### src/rtl/ssa_regs.svh
`ifndef SSA_REGS_SVH
`define SSA_REGS_SVH
`define SSA_ADDR_W          11
`define SSA_DATA_W          8
`define SSA_DEPTH           2048
`define SSA_CLK_PERIOD_NS   10
`define SSA_ADDR_ACCESS_NS  45
`define SSA_SEL_ACCESS_NS   45
`define SSA_DRV_ACCESS_NS   20
`define SSA_DATA_SETUP_NS   15
`define SSA_WPULSE_NS       30
`define SSA_FLOAT_NS        15
`define SSA_GRACE_US        1
`define SSA_RECALL_US       550
`define SSA_SAVE_MS         10
`define SSA_ACC_CYC         ((`SSA_ADDR_ACCESS_NS + `SSA_CLK_PERIOD_NS - 1) / `SSA_CLK_PERIOD_NS)
`define SSA_WP_CYC          ((`SSA_WPULSE_NS + `SSA_CLK_PERIOD_NS - 1) / `SSA_CLK_PERIOD_NS)
`define SSA_GRACE_CYC       ((`SSA_GRACE_US * 1000) / `SSA_CLK_PERIOD_NS)
`define SSA_RECALL_CYC      ((`SSA_RECALL_US * 1000) / `SSA_CLK_PERIOD_NS)
`define SSA_SAVE_CYC        ((`SSA_SAVE_MS * 1000000) / `SSA_CLK_PERIOD_NS)
`endif

### src/rtl/ssa_pkg.sv
package ssa_pkg;
    typedef enum logic [5:0] {
        ST_IDLE  = 6'h01,
        ST_RSET  = 6'h02,
        ST_RWAIT = 6'h04,
        ST_WSET  = 6'h08,
        ST_WPULS = 6'h10,
        ST_WEND  = 6'h20
    } ssa_state_t;
endpackage

### src/rtl/ssa_sync.sv
`timescale 1ns/1ps
module ssa_sync #(
    parameter int W = 1
) (
    input  wire logic         clk,
    input  wire logic         rst,
    input  wire logic         ce,
    input  wire logic [W-1:0] d,
    output logic      [W-1:0] q
);
    typedef struct packed {
        logic [W-1:0] meta;
        logic [W-1:0] stable;
    } ssa_sync_state_t;

    ssa_sync_state_t s_reg;
    ssa_sync_state_t s_next;

    // only the second stage leaves this module
    always_comb begin
        s_next        = s_reg;
        s_next.meta   = d;
        s_next.stable = s_reg.meta;
    end

    always_ff @(posedge clk) begin
        if (rst) begin
            s_reg <= '0;
        end else if (ce) begin
            s_reg <= s_next;
        end
    end

    assign q = s_reg.stable;
endmodule // ssa_sync

### src/rtl/ssa_host.sv
`timescale 1ns/1ps
`include "ssa_regs.svh"
// Behaviour
// - host holds address stable through write
// - byte stored at terminating rising edge
// - host keeps drive strobe high writing
// - host keeps write inactive at recall end
module ssa_host (
    input  wire logic                   clk,
    input  wire logic                   rst,
    input  wire logic                   ce,
    input  wire logic                   req_valid,
    input  wire logic                   req_write,
    input  wire logic [`SSA_ADDR_W-1:0] req_addr,
    input  wire logic [`SSA_DATA_W-1:0] req_wdata,
    output logic                        req_ready,
    output logic                        rsp_valid,
    output logic      [`SSA_DATA_W-1:0] rsp_rdata,
    input  wire logic                   power_ok,
    output logic                        mem_busy,
    output logic                        sel_n,
    output logic                        drive_n,
    output logic                        write_n,
    output logic      [`SSA_ADDR_W-1:0] addr_in,
    input  wire logic [`SSA_DATA_W-1:0] data_io_i,
    output logic      [`SSA_DATA_W-1:0] data_io_o,
    output logic      [`SSA_DATA_W-1:0] data_io_oe_n
);
    localparam int ACC_CYC  = `SSA_ACC_CYC;
    localparam int WP_CYC   = `SSA_WP_CYC;
    localparam int BUSY_CYC = `SSA_GRACE_CYC + `SSA_SAVE_CYC;
    localparam int REC_CYC  = `SSA_RECALL_CYC;

    typedef struct packed {
        ssa_pkg::ssa_state_t              st;
        logic [23:0]                      cnt;
        logic [23:0]                      busy;
        logic                             pwr_q;
        logic                             req_ready;
        logic                             rsp_valid;
        logic [`SSA_DATA_W-1:0]           rdata;
        logic                             sel_n;
        logic                             drive_n;
        logic                             write_n;
        logic [`SSA_ADDR_W-1:0]           addr;
        logic [`SSA_DATA_W-1:0]           wdata;
        logic                             oe_n;
        logic                             busy_flag;
    } ssa_host_state_t;

    ssa_host_state_t s_reg;
    ssa_host_state_t s_next;
    logic [`SSA_DATA_W-1:0] din_sync;
    logic                   pwr_sync;

    ////////////////////////////////////////////////////////////////////////////
    ssa_sync #(.W(`SSA_DATA_W)) u_dsync (
        .clk (clk),
        .rst (rst),
        .ce  (ce),
        .d   (data_io_i),
        .q   (din_sync)
    );
    ssa_sync #(.W(1)) u_psync (
        .clk (clk),
        .rst (rst),
        .ce  (ce),
        .d   (power_ok),
        .q   (pwr_sync)
    );

    ////////////////////////////////////////////////////////////////////////////
    always_comb begin
        s_next           = s_reg;
        s_next.rsp_valid = 1'b0;
        s_next.pwr_q     = pwr_sync;
        if (s_reg.busy != 24'h000000) begin
            s_next.busy = s_reg.busy - 24'h000001;
        end
        // supply edges: fall allows grace + save, rise waits for recall
        if (s_reg.pwr_q && !pwr_sync) begin
            s_next.busy = 24'(BUSY_CYC);
        end else if (!s_reg.pwr_q && pwr_sync) begin
            s_next.busy = 24'(REC_CYC);
        end
        s_next.busy_flag = s_next.busy != 24'h000000;
        s_next.req_ready = 1'b0;
        unique case (s_reg.st)
            ssa_pkg::ST_IDLE: begin
                s_next.sel_n   = 1'b1;
                s_next.drive_n = 1'b1;
                s_next.write_n = 1'b1;
                s_next.oe_n    = 1'b1;
                // no access below trip or while device is busy
                if (req_valid && pwr_sync && s_reg.busy == 24'h000000 && !s_reg.req_ready) begin
                    s_next.req_ready = 1'b1;
                    s_next.addr      = req_addr;
                    s_next.wdata     = req_wdata;
                    s_next.cnt       = 24'h000000;
                    s_next.st        = req_write ? ssa_pkg::ST_WSET : ssa_pkg::ST_RSET;
                end
            end
            ssa_pkg::ST_RSET: begin
                s_next.sel_n   = 1'b0;
                s_next.drive_n = 1'b0;
                s_next.st      = ssa_pkg::ST_RWAIT;
            end
            ssa_pkg::ST_RWAIT: begin
                s_next.cnt = s_reg.cnt + 24'h000001;
                // two extra cycles cover the input synchroniser
                if (s_reg.cnt == 24'(ACC_CYC + 2)) begin
                    s_next.rdata     = din_sync;
                    s_next.rsp_valid = 1'b1;
                    s_next.sel_n     = 1'b1;
                    s_next.drive_n   = 1'b1;
                    s_next.st        = ssa_pkg::ST_IDLE;
                end
            end
            ssa_pkg::ST_WSET: begin
                // write falls before select, so device never drives
                s_next.write_n = 1'b0;
                s_next.drive_n = 1'b1;
                s_next.oe_n    = 1'b0;
                s_next.st      = ssa_pkg::ST_WPULS;
            end
            ssa_pkg::ST_WPULS: begin
                s_next.sel_n = 1'b0;
                s_next.cnt   = s_reg.cnt + 24'h000001;
                if (s_reg.cnt == 24'(WP_CYC)) begin
                    s_next.write_n = 1'b1;
                    s_next.st      = ssa_pkg::ST_WEND;
                end
            end
            ssa_pkg::ST_WEND: begin
                // address and data held one cycle past the edge
                s_next.sel_n     = 1'b1;
                s_next.oe_n      = 1'b1;
                s_next.rsp_valid = 1'b1;
                s_next.st        = ssa_pkg::ST_IDLE;
            end
        endcase
    end

    always_ff @(posedge clk) begin
        if (rst) begin
            s_reg         <= '0;
            s_reg.st      <= ssa_pkg::ST_IDLE;
            s_reg.sel_n   <= 1'b1;
            s_reg.drive_n <= 1'b1;
            s_reg.write_n <= 1'b1;
            s_reg.oe_n    <= 1'b1;
        end else if (ce) begin
            s_reg <= s_next;
        end
    end

    assign req_ready    = s_reg.req_ready;
    assign rsp_valid    = s_reg.rsp_valid;
    assign rsp_rdata    = s_reg.rdata;
    assign mem_busy     = s_reg.busy_flag;
    assign sel_n        = s_reg.sel_n;
    assign drive_n      = s_reg.drive_n;
    assign write_n      = s_reg.write_n;
    assign addr_in      = s_reg.addr;
    assign data_io_o    = s_reg.wdata;
    assign data_io_oe_n = {`SSA_DATA_W{s_reg.oe_n}};

    ////////////////////////////////////////////////////////////////////////////
    AST_READ_STROBES: assert property (@(posedge clk) disable iff (rst)
        (s_reg.st == ssa_pkg::ST_RWAIT) |-> (!sel_n && !drive_n && write_n))
        else $error("read strobes wrong");
    AST_WRITE_NO_DRIVE: assert property (@(posedge clk) disable iff (rst)
        (!write_n) |-> drive_n)
        else $error("drive low during write");
    AST_WRITE_BEFORE_SEL: assert property (@(posedge clk) disable iff (rst)
        $fell(sel_n) && (s_reg.st == ssa_pkg::ST_WPULS) |-> !write_n)
        else $error("select fell before write");
    AST_ADDR_STABLE: assert property (@(posedge clk) disable iff (rst || !ce)
        (!sel_n && !write_n) |=> $stable(addr_in))
        else $error("address moved in write");
    AST_NO_ACCESS_BUSY: assert property (@(posedge clk) disable iff (rst)
        (mem_busy && s_reg.st == ssa_pkg::ST_IDLE) |=> (s_reg.st == ssa_pkg::ST_IDLE && !req_ready))
        else $error("access during busy");
    AST_NO_WRITE_LOW: assert property (@(posedge clk) disable iff (rst)
        $rose(s_reg.req_ready) |-> $past(pwr_sync))
        else $error("access below trip");
    AST_READ_LEN: assert property (@(posedge clk) disable iff (rst || !ce)
        (s_reg.st == ssa_pkg::ST_RSET) |=> (s_reg.st == ssa_pkg::ST_RWAIT)[*8])
        else $error("read too short");
    AST_WRITE_END: assert property (@(posedge clk) disable iff (rst || !ce)
        $rose(write_n) && (s_reg.st == ssa_pkg::ST_WEND) |-> !sel_n && $stable(data_io_o))
        else $error("write end order");
    AST_RECALL_WAIT: assert property (@(posedge clk) disable iff (rst || !ce)
        $rose(s_reg.pwr_q) |=> mem_busy)
        else $error("no recall wait");
    AST_SAVE_WINDOW: assert property (@(posedge clk) disable iff (rst)
        $fell(s_reg.pwr_q) |-> (s_reg.busy == 24'(BUSY_CYC)))
        else $error("save window not loaded");
    AST_RECALL_WINDOW: assert property (@(posedge clk) disable iff (rst)
        $rose(s_reg.pwr_q) |-> (s_reg.busy == 24'(REC_CYC)))
        else $error("recall window not loaded");
    AST_IDLE_STROBES: assert property (@(posedge clk) disable iff (rst)
        (s_reg.st == ssa_pkg::ST_IDLE) |-> (sel_n && drive_n && write_n))
        else $error("strobe low while idle");
    AST_BUS_DRIVE_WRITE: assert property (@(posedge clk) disable iff (rst)
        (!data_io_oe_n[0]) |-> drive_n)
        else $error("bus driven with drive low");
endmodule // ssa_host

### config.mk
export PLATFORM = sky130hd
export DESIGN_NAME = ssa_host
export DESIGN_NICKNAME = d
export VERILOG_FILES = /design/src/rtl/ssa_pkg.sv /design/src/rtl/ssa_sync.sv /design/src/rtl/ssa_host.sv
export VERILOG_INCLUDE_DIRS = /design/src /design/src/rtl
export SDC_FILE = /design/constraint.sdc
export NUM_CORES = 1
export LEC_CHECK = 0
export ABC_AREA = 1
export BUFFER_PORTS_ARGS = -buffer_cell sky130_fd_sc_hd__buf_2
export CAP_MARGIN = 15
export CORE_MARGIN = 5
export CORE_UTILIZATION = 50
export CTS_CLUSTER_SIZE = 28
export DETAILED_ROUTE_END_ITERATION = 10
export PLACE_DENSITY = 0.7
export SYNTH_ARGS = -nofsm -noshare
export SYNTH_HDL_FRONTEND = slang
export SYNTH_SLANG_ARGS = --single-unit
export TNS_END_PERCENT = 5
### constraint.sdc
create_clock -name clk -period 3.2 [get_ports clk]
set_clock_uncertainty 0.2 [all_clocks]
set_input_delay 0.16 -clock clk [delete_from_list [all_inputs] [get_ports clk]]
set_output_delay 0.16 -clock clk [all_outputs]
set_load 0.05 [all_outputs]
Word level (Yosys, flattened, before mapping)
Index checks and enable logic that the tools add are counted.
{"block": "classes", "n_addsub": 2, "n_mul": 0, "n_div": 0, "magnitude_cmp": 0, "n_eq_ne": 11, "shifts": 0, "muxes": 18, "bitwise_logic": 0, "reduce_logical": 28}
{"op": "2-to-1 mux 24 bit", "count": 3}
{"op": "case mux 24 bit (2 select lines)", "count": 1}
{"op": "nonzero test 24 bit", "count": 2}
{"op": "case mux 6 bit (6 select lines)", "count": 1}
{"op": "2-to-1 mux 30 bit", "count": 1}
{"op": "adder 24 x 1 -> 24 bit (second input constant)", "count": 1}
{"op": "equality test 24 x 2 -> 1 bit (second input constant)", "count": 1}
{"op": "equality test 24 x 3 -> 1 bit (second input constant)", "count": 1}
{"op": "logical NOT 24 bit", "count": 1}
{"op": "subtractor 24 x 1 -> 24 bit (second input constant)", "count": 1}
{"op": "AND reduction 3 bit", "count": 6}
{"op": "2-to-1 mux 6 bit", "count": 2}
{"op": "2-to-1 mux 11 bit", "count": 1}
{"op": "case mux 1 bit (3 select lines)", "count": 3}
{"op": "nonzero test 3 bit", "count": 3}
{"op": "OR reduction 2 bit", "count": 4}
{"op": "equality test 6 x 1 -> 1 bit (second input constant)", "count": 1}
{"op": "equality test 6 x 2 -> 1 bit (second input constant)", "count": 1}
{"op": "equality test 6 x 3 -> 1 bit (second input constant)", "count": 1}
{"op": "equality test 6 x 4 -> 1 bit (second input constant)", "count": 1}
{"op": "equality test 6 x 5 -> 1 bit (second input constant)", "count": 1}
{"op": "equality test 6 bit (second input constant)", "count": 1}
{"op": "!= test 2 bit (second input constant)", "count": 3}
{"op": "logical AND 1 bit", "count": 5}
{"op": "other kinds (7)", "count": 13}
{"block": "totals", "register_bits": 107, "latch_bits": 0, "ramBits": 0, "romBits": 0, "in_bits": 33, "out_inout_bits": 41, "word_cells": 77, "memories": 0}

Depth between registers and ports, before layout
Gate-level depths: netlist of the first run.
{"block": "depth", "depth_word": 5, "mapped_depth": 16, "mapped_depth_nobuf": 16}

By module
Synthesis of the first run repeated with hierarchy kept, for this count alone.
{"block": "unflattened", "cells_unflattened": 898, "hier_area_um2": 5945.7}
{"mod": "ssa_host", "n_inst": 1, "cells_each": 784, "area_per_inst_um2": 5191.2, "seq_area_each_um2": 1781.7}
{"mod": "ssa_sync (u_dsync)", "n_inst": 1, "cells_each": 101, "area_per_inst_um2": 670.6, "seq_area_each_um2": 320.3}
{"mod": "ssa_sync (u_psync)", "n_inst": 1, "cells_each": 13, "area_per_inst_um2": 83.8, "seq_area_each_um2": 40.0}

Least setup slack after synthesis of the first run
Ideal clock, no wire load.
{"block": "synth_path", "kind": "register to register", "from": "register s_reg[35] (netlist bit)", "to": "register s_reg (netlist bit mem_busy)", "arrival_time_ns": 1.659, "required_time_ns": 2.891, "path_slack_ns": 1.232, "stages_incl_launch_ff": 17, "path_buffers": 0, "period_less_slack_ns": 1.968, "cell_sequence": "dfxtp_1 inv_1 ha_1 inv_1 nor2_1 nand2_1 nor2_2 nand3_2 nand2_1 xor2_1 nand2_1 nand2_1 nand2_1 nor2_1 nand3_1 nand2_1 inv_1"}
{"block": "synth_between", "elab_chain_cells": 5}
{"element": "from (decl)", "line": "ssa_host.sv:51", "source": "ssa_host_state_t s_reg;"}
{"element": "from (signal assigned)", "line": "ssa_host.sv:153", "source": "s_reg <= s_next;"}
{"element": "subtractor 24 x 1 -> 24 bit or nonzero test 24 bit (tied branches)", "line": "ssa_host.sv:78, ssa_host.sv:77"}
{"element": "2-to-1 mux 24 bit (*)", "line": "ssa_host.sv:77", "source": "if (s_reg.busy != 24'h000000) begin"}
{"element": "2-to-1 mux 24 bit (*)", "line": "ssa_host.sv:83", "source": "end else if (!s_reg.pwr_q && pwr_sync) begin"}
{"element": "2-to-1 mux 24 bit (*)", "line": "ssa_host.sv:81", "source": "if (s_reg.pwr_q && !pwr_sync) begin"}
{"element": "nonzero test 24 bit (*)", "line": "ssa_host.sv:86", "source": "s_next.busy_flag = s_next.busy != 24'h000000;"}
Every way passes the cells marked *; elsewhere a longest branch is shown, timed or not.
A chain may end at the register's enable or synchronous reset.

Final worst setup path of the first run
{"block": "layout_path", "from": "register s_reg[41] (netlist bit)", "to": "register s_reg[61] (netlist bit)"}
{"block": "layout_between", "elab_chain_cells": 5}
{"element": "logical NOT 24 bit", "line": "ssa_host.sv:95", "source": "if (req_valid && pwr_sync && s_reg.busy == 24'h000000 && !s_reg.req_ready) begin"}
{"element": "logical AND 1 bit (2 in series)", "line": "ssa_host.sv:95"}
{"element": "!= test 2 bit (no line)"}
{"element": "AND reduction 3 bit (no line)"}
No other way between the ends.

==> results of run 1 <==
## cell usage after synthesis, drive strengths merged
cell type,number
nor3,13
inv,66
dfxtp,107
and2,1
nand4,27
or2,1
xnor2,2
a221o,1
clkbuf,24
a211oi,3
o211ai,4
a31oi,2
o311ai,1
nor4,9
buf,44
a221oi,4
nand3,57
clkinv,1
o21ai,70
nor2,189
a21boi,1
a21oi,58
xor2,26
nor3b,1
ha,3
nand2,152
## metal layers
metal / up-vias / wire length [um] / GRT usage
met1: 2653 / 6810 / 0.288
li1: 2915 / - / -
met5: - / 0 / 0
met2: 194 / 7340 / 0.360
met3: 32 / 905 / 0.0420
met4: 0 / 326 / 0.0659
## worst paths after layout
| kind | from | endpoint |
|---|---|---|
| setup / recovery | s_reg[41]$_SDFFE_PP0P_ | s_reg[61]$_SDFFE_PP0P_ |
| setup reg to reg | s_reg[41]$_SDFFE_PP0P_ | s_reg[61]$_SDFFE_PP0P_ |
| hold / removal | ce | s_reg[58]$_SDFFE_PP0P_ |
| hold reg to reg | drive_n$_SDFFE_PP1P_ | drive_n$_SDFFE_PP1P_ |
## final cells by class
cell class	instances	area share
clock inverters	7	0.0148
well taps	143	0.0268
clock buffers	9	0.0338
multi-input cells	625	0.456
inverters	67	0.0377
repair buffers	112	0.110
flip-flops and latches	107	0.321
## placed cells by master, fill, tap and decap left out, types with 27 or more instances in the layout
master,instances
a21oi_1,58
buf_2,73
dfxtp_1,107
dlygate4sd3_1,29
inv_1,57
nand2_1,149
nand3_1,55
nand4_1,27
nor2_1,177
o21ai_0,64
## through the flow
step                instance area (um^2)  utilization  hold WS [ns]
floorplan                           5850            -        0.0949
global placement                    6050        0.530         0.181
detailed placement                  6050        0.530         0.187
CTS                                 6670        0.584        0.0749
global route                        6670        0.584        0.0978
finish                              6670        0.584        0.0894
## kinds of logic (layout without fill, tap and decap cells)
family | after synthesis | in the layout | synth area share
buffers and inverters | 135 | 195 | 0.114
and+or+nand+nor | 450 | 450 | 0.340
AOI/OAI and AO/OA | 144 | 144 | 0.132
xor gates and xnor gates | 28 | 28 | 0.0419
adders and majority gates | 3 | 3 | 0.00642
DFF | 107 | 107 | 0.366
## where the power goes
group,switching [mW],internal [mW]
combinational,0.383,0.186
sequential,0.0464,1.38
clock,0.600,0.572
==> results.cfg, run 1 <==
[status]
outcome = finished clean

[synthesis]
yosys_register_bits = 107
yosys_warnings = 0
ys_types = 41
syn_area_mm2 = 0.00585
synthesis.area_per_instance_um2 = 6.75
synth_top_cell_by_area = dfxtp_1
ys_top_cells_by_area = dfxtp_1 37%, nor2_1 11%, nand2_1 9.6%
synth_seq_area_share = 0.366
synth_top_area_frac = 0.366
syn_inst = 867
synth_fp_nets = 903

[final_layout]
fin_nets = 958
drive_gt1_frac = 0.141
largest_reg_flops = 55
antenna_cells = 0
areaGrowthSynthToFinish_pct = 14.0
final_cells = 1070
fill_cells = 1077
multi_input_area_mm2 = 0.00304
regArea_mm2 = 0.00214

[global_routing]
overflow = 0
grt_max_degree = 64
grt_pass1_wl_um = 25800
antenna_found_initial = 0
grt_use_total = 0.218
grt_pass1_vias = 5314

[timing]
slew_headroom = 0.582
hold_violations = 0
finalSetupTns_ns = 0
drv_slew = 0
fmax_ghz = 0.390
grt_setup_unrepaired = false
timing.final.ws_setup_ns = 0.635
setup_viol = 0
min_period_over_period = 0.801
worst_pin_slew_ns = 0.623
period_minus_slack_ns = 2.56

[clocking]
cts_resized = 0
clock-sinks = 107
cts_buffers = 9
worst_skew_pair.late_latency_ns = 0.35
cts_tree = built
cts_root_buffer = clkbuf_16
cts_setup_buffers = 0
cts_buffer_depth = 2
cts_hold_buffers = 29
cts_htree_levels = 3
clk_pin_slew_ns = 0.08

[setup_path]
cp_top_family = simple AND/OR/NAND/NOR gates
worstSetupStartpointType = flop
ff2ff_path_depth = 11
slowest_stage = dfxtp_1
slowest_delay_ns = 0.35
crit_cells = 11
cp_common_cell = nor2_1
cp.arrival_ns = 2.66
cp-end-kind = flop
rrSetupSlack_ns = 0.64
critPathKind = reg -> reg
path_max_fanout = 25
worst-path-buf-inv = 1
cp.required_ns = 3.30
path_cells = nor2_1 > nand2_1 > nor2_2 > nand3_4 > nor4_4 > nor2_1 > nor2_2 > nand2_2 > o21ai_1 > inv_1 > nor2_1

[drt]
drtIter0Drc = 405
vias_per_cell = 5.41
dr_total_vias = 5794
drc = 0
drtAntennaViolNets = 0
wl_per_cell_um = 14.4
dr.pass1.iters = 5
wl_um = 15400

[floorplanning]
initial_utilization = 0.512
coreArea_mm2 = 0.0114
std_cell_rows = 39
die_h_um = 118
dieArea_mm2 = 0.0140
fp.dieW_um = 118
io_pins = 74

[pwr]
power_mw = 3.17
power.leakage_nw = 2.81
power.density_mw_per_mm2 = 475
ir_drop_mv = 0.363

[placement]
dp_cells = 1025
post-place-ws_ns = 0.682
numPortBuffers = 73
place_hpwl_um = 10500
place.gp.congestion = 0.929

[job]
maxCapViolations = 0

[hold_path]
hold_path.class = in -> reg
holdPathStages = 2
No activity file was read; power rests on OpenSTA's default activity.
==> run 2, diff against run 1 <==
==> constraint.sdc (replaced) <==
create_clock -name clk -period 2.4 [get_ports clk]
set_clock_uncertainty 0.2 [all_clocks]
set_input_delay 0.12 -clock clk [delete_from_list [all_inputs] [get_ports clk]]
set_output_delay 0.12 -clock clk [all_outputs]
set_load 0.05 [all_outputs]
==> run 2 against run 1 <==
  * Power rose by 37%
  * Critical path depth did not move
  * Final cell count rose by 1.9%
  * Global-route usage rose by 0.49 points
  * Wire length rose by 0.27%
  * Critical path type unchanged
  * Critical endpoint is now mem_busy$_SDFFE_PP0P_
==> results.cfg, run 2 (synthesized netlist as in run 1, its figures left out) <==
[global_routing]
grt_pass1_wl_um = 26100
grt_max_degree = 64
grt_use_total = 0.223
antenna_found_initial = 0
overflow = 0
grt_pass1_vias = 5320

[setup_path]
slowest_stage = dfxtp_1
path_max_fanout = 15
cp_top_family = simple AND/OR/NAND/NOR gates
worstSetupStartpointType = flop
cp.required_ns = 2.47
cp.arrival_ns = 2.29
slowest_delay_ns = 0.35
cp-end-kind = flop
rrSetupSlack_ns = 0.17
worst-path-buf-inv = 2
critPathKind = reg -> reg
path_cells = nor2_1 > nand2_2 > nor2_4 > nand3_4 > buf_4 > a21boi_1 > nand4_1 > nor2_2 > nand3_1 > nand2_1 > inv_1

[floorplanning]
coreArea_mm2 = 0.0114
std_cell_rows = 39
io_pins = 74
initial_utilization = 0.512
die_h_um = 118
fp.dieW_um = 118
dieArea_mm2 = 0.0140

[timing]
slew_headroom = 0.647
setup_viol = 0
fmax_ghz = 0.449
drv_slew = 0
hold_violations = 0
period_minus_slack_ns = 2.23
worst_pin_slew_ns = 0.530
min_period_over_period = 0.928
grt_setup_unrepaired = true
timing.final.ws_setup_ns = 0.173

[drt]
drtIter0Drc = 401
drtAntennaViolNets = 0
wl_um = 15400
dr.pass1.iters = 5
wl_per_cell_um = 14.1
vias_per_cell = 5.22
dr_total_vias = 5689
drc = 0

[final_layout]
fill_cells = 1089
fin_nets = 978
largest_reg_flops = 55
areaGrowthSynthToFinish_pct = 17.9
antenna_cells = 0
drive_gt1_frac = 0.164
layout_commonest_cell = nor2_1
final_cells = 1090
final_cell_mix = 173 x nor2_1, 147 x nand2_1, 107 x dfxtp_1, 73 x buf_2, 64 x o21ai_0

[placement]
dp_cells = 1039
numPortBuffers = 73
place_hpwl_um = 10800
place.gp.congestion = 0.960
post-place-ws_ns = 0.0808

[clocking]
cts_buffer_depth = 2
cts_htree_levels = 3
cts_tree = built
cts_buffers = 9
worst_skew_pair.late_latency_ns = 0.36
clk_pin_slew_ns = 0.08
cts_root_buffer = clkbuf_16
clock-sinks = 107

[pwr]
p_switching_mw = 1.36
switching_share = 0.314
p_comb_frac = 0.189
power.density_mw_per_mm2 = 631
p_int_mw = 2.99
power.leakage_nw = 2.92
p_seq_frac = 0.437
ir_drop_mv = 0.582
clkPwrFrac = 0.375
power_mw = 4.35

[hold_path]
hold_path.class = in -> reg

[job]
maxCapViolations = 0

[status]
outcome = finished clean
## run 2: cell count changes in the layout (fill, tap and decap cells not counted), sizes merged
cell         before  now
buf              83  101
bufinv            0    1
clkinv            5    4
dlygate4sd3      29   31
## run 2: cell type report
cell class	count	area [um^2]	area share
sequential	107	2140	0.311
multi-input combinational	625	3080	0.446
timing repair buffer	132	911	0.132
clock buffer	9	225	0.0327
tap	143	179	0.0259
clock inverter	7	110	0.0160
inverter	67	251	0.0365
## run 2: what timing repair did
| item | CTS | global route |
|---|---|---|
| endpoints found under the hold margin | 48 | 0 |
| hold buffers | 31 | 0 |
| setup buffers | 0 | 4 |
| setup endpoints to repair | 0 | 25 |
| resized for setup | 0 | 11 |
## run 2: final timing paths
kind,start,cells past startpoint,to
max,s_reg[46]$_SDFFE_PP0P_,11,mem_busy$_SDFFE_PP0P_
min,req_valid,7,s_reg[88]$_SDFFE_PP0P_
max reg2reg,s_reg[46]$_SDFFE_PP0P_,11,mem_busy$_SDFFE_PP0P_
min reg2reg,s_reg[84]$_SDFFE_PP0P_,2,s_reg[84]$_SDFFE_PP0P_
## run 2: tightest hold or removal path: cells and delay by family
family / cells / cell delay [ns]
AOI/OAI and AO/OA: 2 / 0.21
buffers and inverters: 2 / 0.23
and+or+nand+nor: 3 / 0.21
## run 2: power groups by stage
stage	sequential (mW)	combinational [mW]	clock, mW
after floorplan	1.96	0.511	0
after global placement	1.94	0.742	0
after detailed placement	1.94	0.740	0
after CTS	1.90	0.782	1.67
after global routing	1.91	0.920	1.74
final	1.90	0.821	1.63
## run 2: through the flow
step	hold WS [ns]	instance area, um^2	utilization	setup TNS [ns]
after floorplan	0.0549	5850	-	0
after global placement	0.144	6180	0.542	0
after detailed placement	0.147	6180	0.542	0
after CTS	0.257	6830	0.598	0
after global routing	0.303	6900	0.604	-0.0172
final	0.258	6900	0.604	0
## run 2: metal layers
layer	wire length (um)	vias to the layer above	GRT usage
met2	7310	140	0.361
li1	-	2959	-
met5	0	-	0
met4	467	0	0.0860
met1	7010	2551	0.288
met3	633	39	0.0516
==> run 3, diff against run 2 <==
--- a/config.mk
+++ b/config.mk
@@ -13,8 +13,9 @@
 export CORE_UTILIZATION = 50
 export CTS_CLUSTER_SIZE = 28
 export DETAILED_ROUTE_END_ITERATION = 10
-export PLACE_DENSITY = 0.7
+export PLACE_DENSITY = 0.73
 export SYNTH_ARGS = -nofsm -noshare
 export SYNTH_HDL_FRONTEND = slang
+export SYNTH_HIERARCHICAL = 1
 export SYNTH_SLANG_ARGS = --single-unit
 export TNS_END_PERCENT = 5
==> constraint.sdc (replaced) <==
create_clock -name clk -period 2 [get_ports clk]
set_clock_uncertainty 0.2 [all_clocks]
set_input_delay 0.1 -clock clk [delete_from_list [all_inputs] [get_ports clk]]
set_output_delay 0.1 -clock clk [all_outputs]
set_load 0.05 [all_outputs]
==> run 3 against run 2 <==
  * Critical endpoint is now s_reg[64]$_SDFFE_PP0P_
  * Via count up 14%
  * Global-route usage up 1.9 points
  * Sequential power up 29%
  * Register-to-register slack worse by 0.32 ns
  * Die area up 1.5%
  * The flow now finishes with violations (negative setup slack)
  * Non-clock buffer count up 118
  * Critical path type unchanged
==> results.cfg, run 3 <==
[drt]
dr_total_vias = 6513
wl_um = 17700
drtIter0Drc = 432
vias_per_cell = 5.24
drc = 0
drtAntennaViolNets = 0
wl_per_cell_um = 14.2
dr.pass1.iters = 5

[floorplanning]
die_h_um = 119
dieArea_mm2 = 0.0142
coreArea_mm2 = 0.0115
initial_utilization = 0.516
io_pins = 74
fp.dieW_um = 119
std_cell_rows = 39

[clocking]
cts_tree = built
cts_root_buffer = clkbuf_16
clk_pin_slew_ns = 0.07
worst_skew_pair.late_latency_ns = 0.36
cts_htree_levels = 3
cts_buffer_depth = 2
clock-sinks = 107
cts_buffers = 9

[final_layout]
fin_nets = 1132
final_core_util = 0.726
largest_reg_flops = 55
final_cell_mix = 178 x nand2_1, 136 x buf_4, 131 x nor2_1, 89 x dfxtp_1, 75 x inv_1
drive_gt1_frac = 0.335
antenna_cells = 0
layout_commonest_cell = nand2_1
areaGrowthSynthToFinish_pct = 40.7
fill_cells = 873

[status]
violations = negative setup slack
outcome = finished, violations left

[timing]
grt_setup_unrepaired = true
period_minus_slack_ns = 2.14
timing.final.ws_setup_ns = -0.145
fmax_ghz = 0.466
slew_headroom = 0.628
hold_violations = 0
worst_pin_slew_ns = 0.556
min_period_over_period = 1.07
drv_slew = 0
setup_viol = 37
finalSetupTns_ns = -1.25

[pwr]
ir_drop_mv = 0.601
power.leakage_nw = 3.86
power_mw = 6.90
power.density_mw_per_mm2 = 824

[setup_path]
path_cells = inv_4 > ha_4 > nand3_2 > nor2_2 > nand4_1 > nand2_2 > nand2_4 > buf_6 > nor3_4 > xor2_1 > nor2_1
slowest_stage = dfxtp_2
cp.arrival_ns = 2.20
path_max_fanout = 3
cp.required_ns = 2.05
critPathKind = reg -> reg
slowest_delay_ns = 0.35
cp-end-kind = flop
ff2ff_path_depth = 11
worstSetupStartpointType = flop

[job]
maxCapViolations = 0

[synthesis]
synth_top_area_frac = 0.360
synth_common_cells = 197 x nand2_1, 165 x nor2_1, 107 x dfxtp_1, 79 x inv_1
synth_ff_type = dfxtp_1
synth_fp_nets = 934
yosys_register_bits = 107
synth_top_cell_by_area = dfxtp_1
synth_xor_area_frac = 0.0265
ys_top_cells_by_area = dfxtp_1 36%, nand2_1 12%, nor2_1 10%
ys_types = 45
syn_area_mm2 = 0.00595
synth_top_family_by_area = simple AND/OR/NAND/NOR gates
synth-compound-area-share = 0.110
postSynth.asyncResetShare = 0
yosys_warnings = 6
synth_adder_area_share = 0.00631
yosys.area_share.simple = 0.373
synth_mux_area_frac = 0
synth-edff-count = 0
syn_inst = 898
synth_seq_area_share = 0.360
synthesis.area_per_instance_um2 = 6.62
yosysMostFrequentCell = nand2_1

[hold_path]
holdPathStages = 5
hold_path.class = in -> reg

[global_routing]
grt_pass1_vias = 5942
antenna_found_initial = 0
grt_max_degree = 38
overflow = 0
grt_pass1_wl_um = 28500
grt_use_total = 0.242

[placement]
post-place-ws_ns = -0.141
place_hpwl_um = 11700
numPortBuffers = 73
place.gp.congestion = 0.965
## run 3: final timing paths
| check | endpoint | start | slack, ns |
|---|---|---|---|
| setup / recovery | s_reg[64]$_SDFFE_PP0P_ | s_reg[36]$_SDFFE_PP0P_ | -0.14 |
| hold / removal | s_reg[61]$_SDFFE_PP0P_ | rst | 0.07 |
| setup reg to reg | s_reg[64]$_SDFFE_PP0P_ | s_reg[36]$_SDFFE_PP0P_ | -0.14 |
| hold reg to reg | s_reg[34]$_SDFFE_PP0P_ | s_reg[34]$_SDFFE_PP0P_ | 0.27 |
## run 3: routing by layer
metal | global-route usage | vias to the layer above | part of all wire
met1 | 0.334 | 2964 | 0.45
li1 | - | 3288 | -
met2 | 0.385 | 225 | 0.46
met5 | 0 | - | 0
met4 | 0.0869 | 0 | 0.023
met3 | 0.0351 | 36 | 0.063
## run 3: kinds of logic after synthesis
family                     count (synthesis)
AOI/OAI and AO/OA                        121
xor gates and xnor gates                  18
adders and majority gates                  3
buffers and inverters                    149
DFF                                      107
and+or+nand+nor                          500
## run 3: critical path, delay by kind of cell (launching register included)
family	cells	cell delay [ns]
AND/OR/NAND/NOR	7	0.92
flip-flops	1	0.35
buffers and inverters	2	0.20
XOR/XNOR	1	0.20
adder cells (fa/ha/maj)	1	0.15
## run 3: per-stage QoR
step | std cells | hold WS (ns) | cell area [um^2]
global placement | 1188 | 0.122 | 7130
CTS | 1238 | 0.0623 | 8010
floorplan | 898 | 0.0294 | 5950
detailed placement | 1188 | 0.127 | 7130
global route | 1244 | 0.0831 | 8360
finish | 1244 | 0.0730 | 8360
## run 3: cell type report
| class | count | area, um^2 | area share |
|---|---|---|---|
| inverters | 85 | 334 | 0.0399 |
| repair buffers | 250 | 1830 | 0.218 |
| flip-flops and latches | 107 | 2170 | 0.260 |
| clock inverters | 5 | 85.1 | 0.0102 |
| multi-input cells | 643 | 3530 | 0.423 |
| clock buffers | 11 | 233 | 0.0278 |
| well taps | 143 | 179 | 0.0214 |
## run 3: report_power, final
group | total [mW] | leakage, nW | switching (mW) | internal [mW]
logic | 2.51 | 2.82 | 1.44 | 1.07
clock network | 1.93 | 0.156 | 0.823 | 1.11
registers | 2.45 | 0.881 | 0.156 | 2.30
## run 3: timing repair
action / in CTS / in global routing
gates resized for setup: 73 / 88
cloned: 1 / 1
hold buffers: 30 / 0
pin swaps: 33 / 50
buffers inserted: 3 / 5
hold endpoints to repair: 31 / 0
endpoints found under the setup margin: 54 / 70
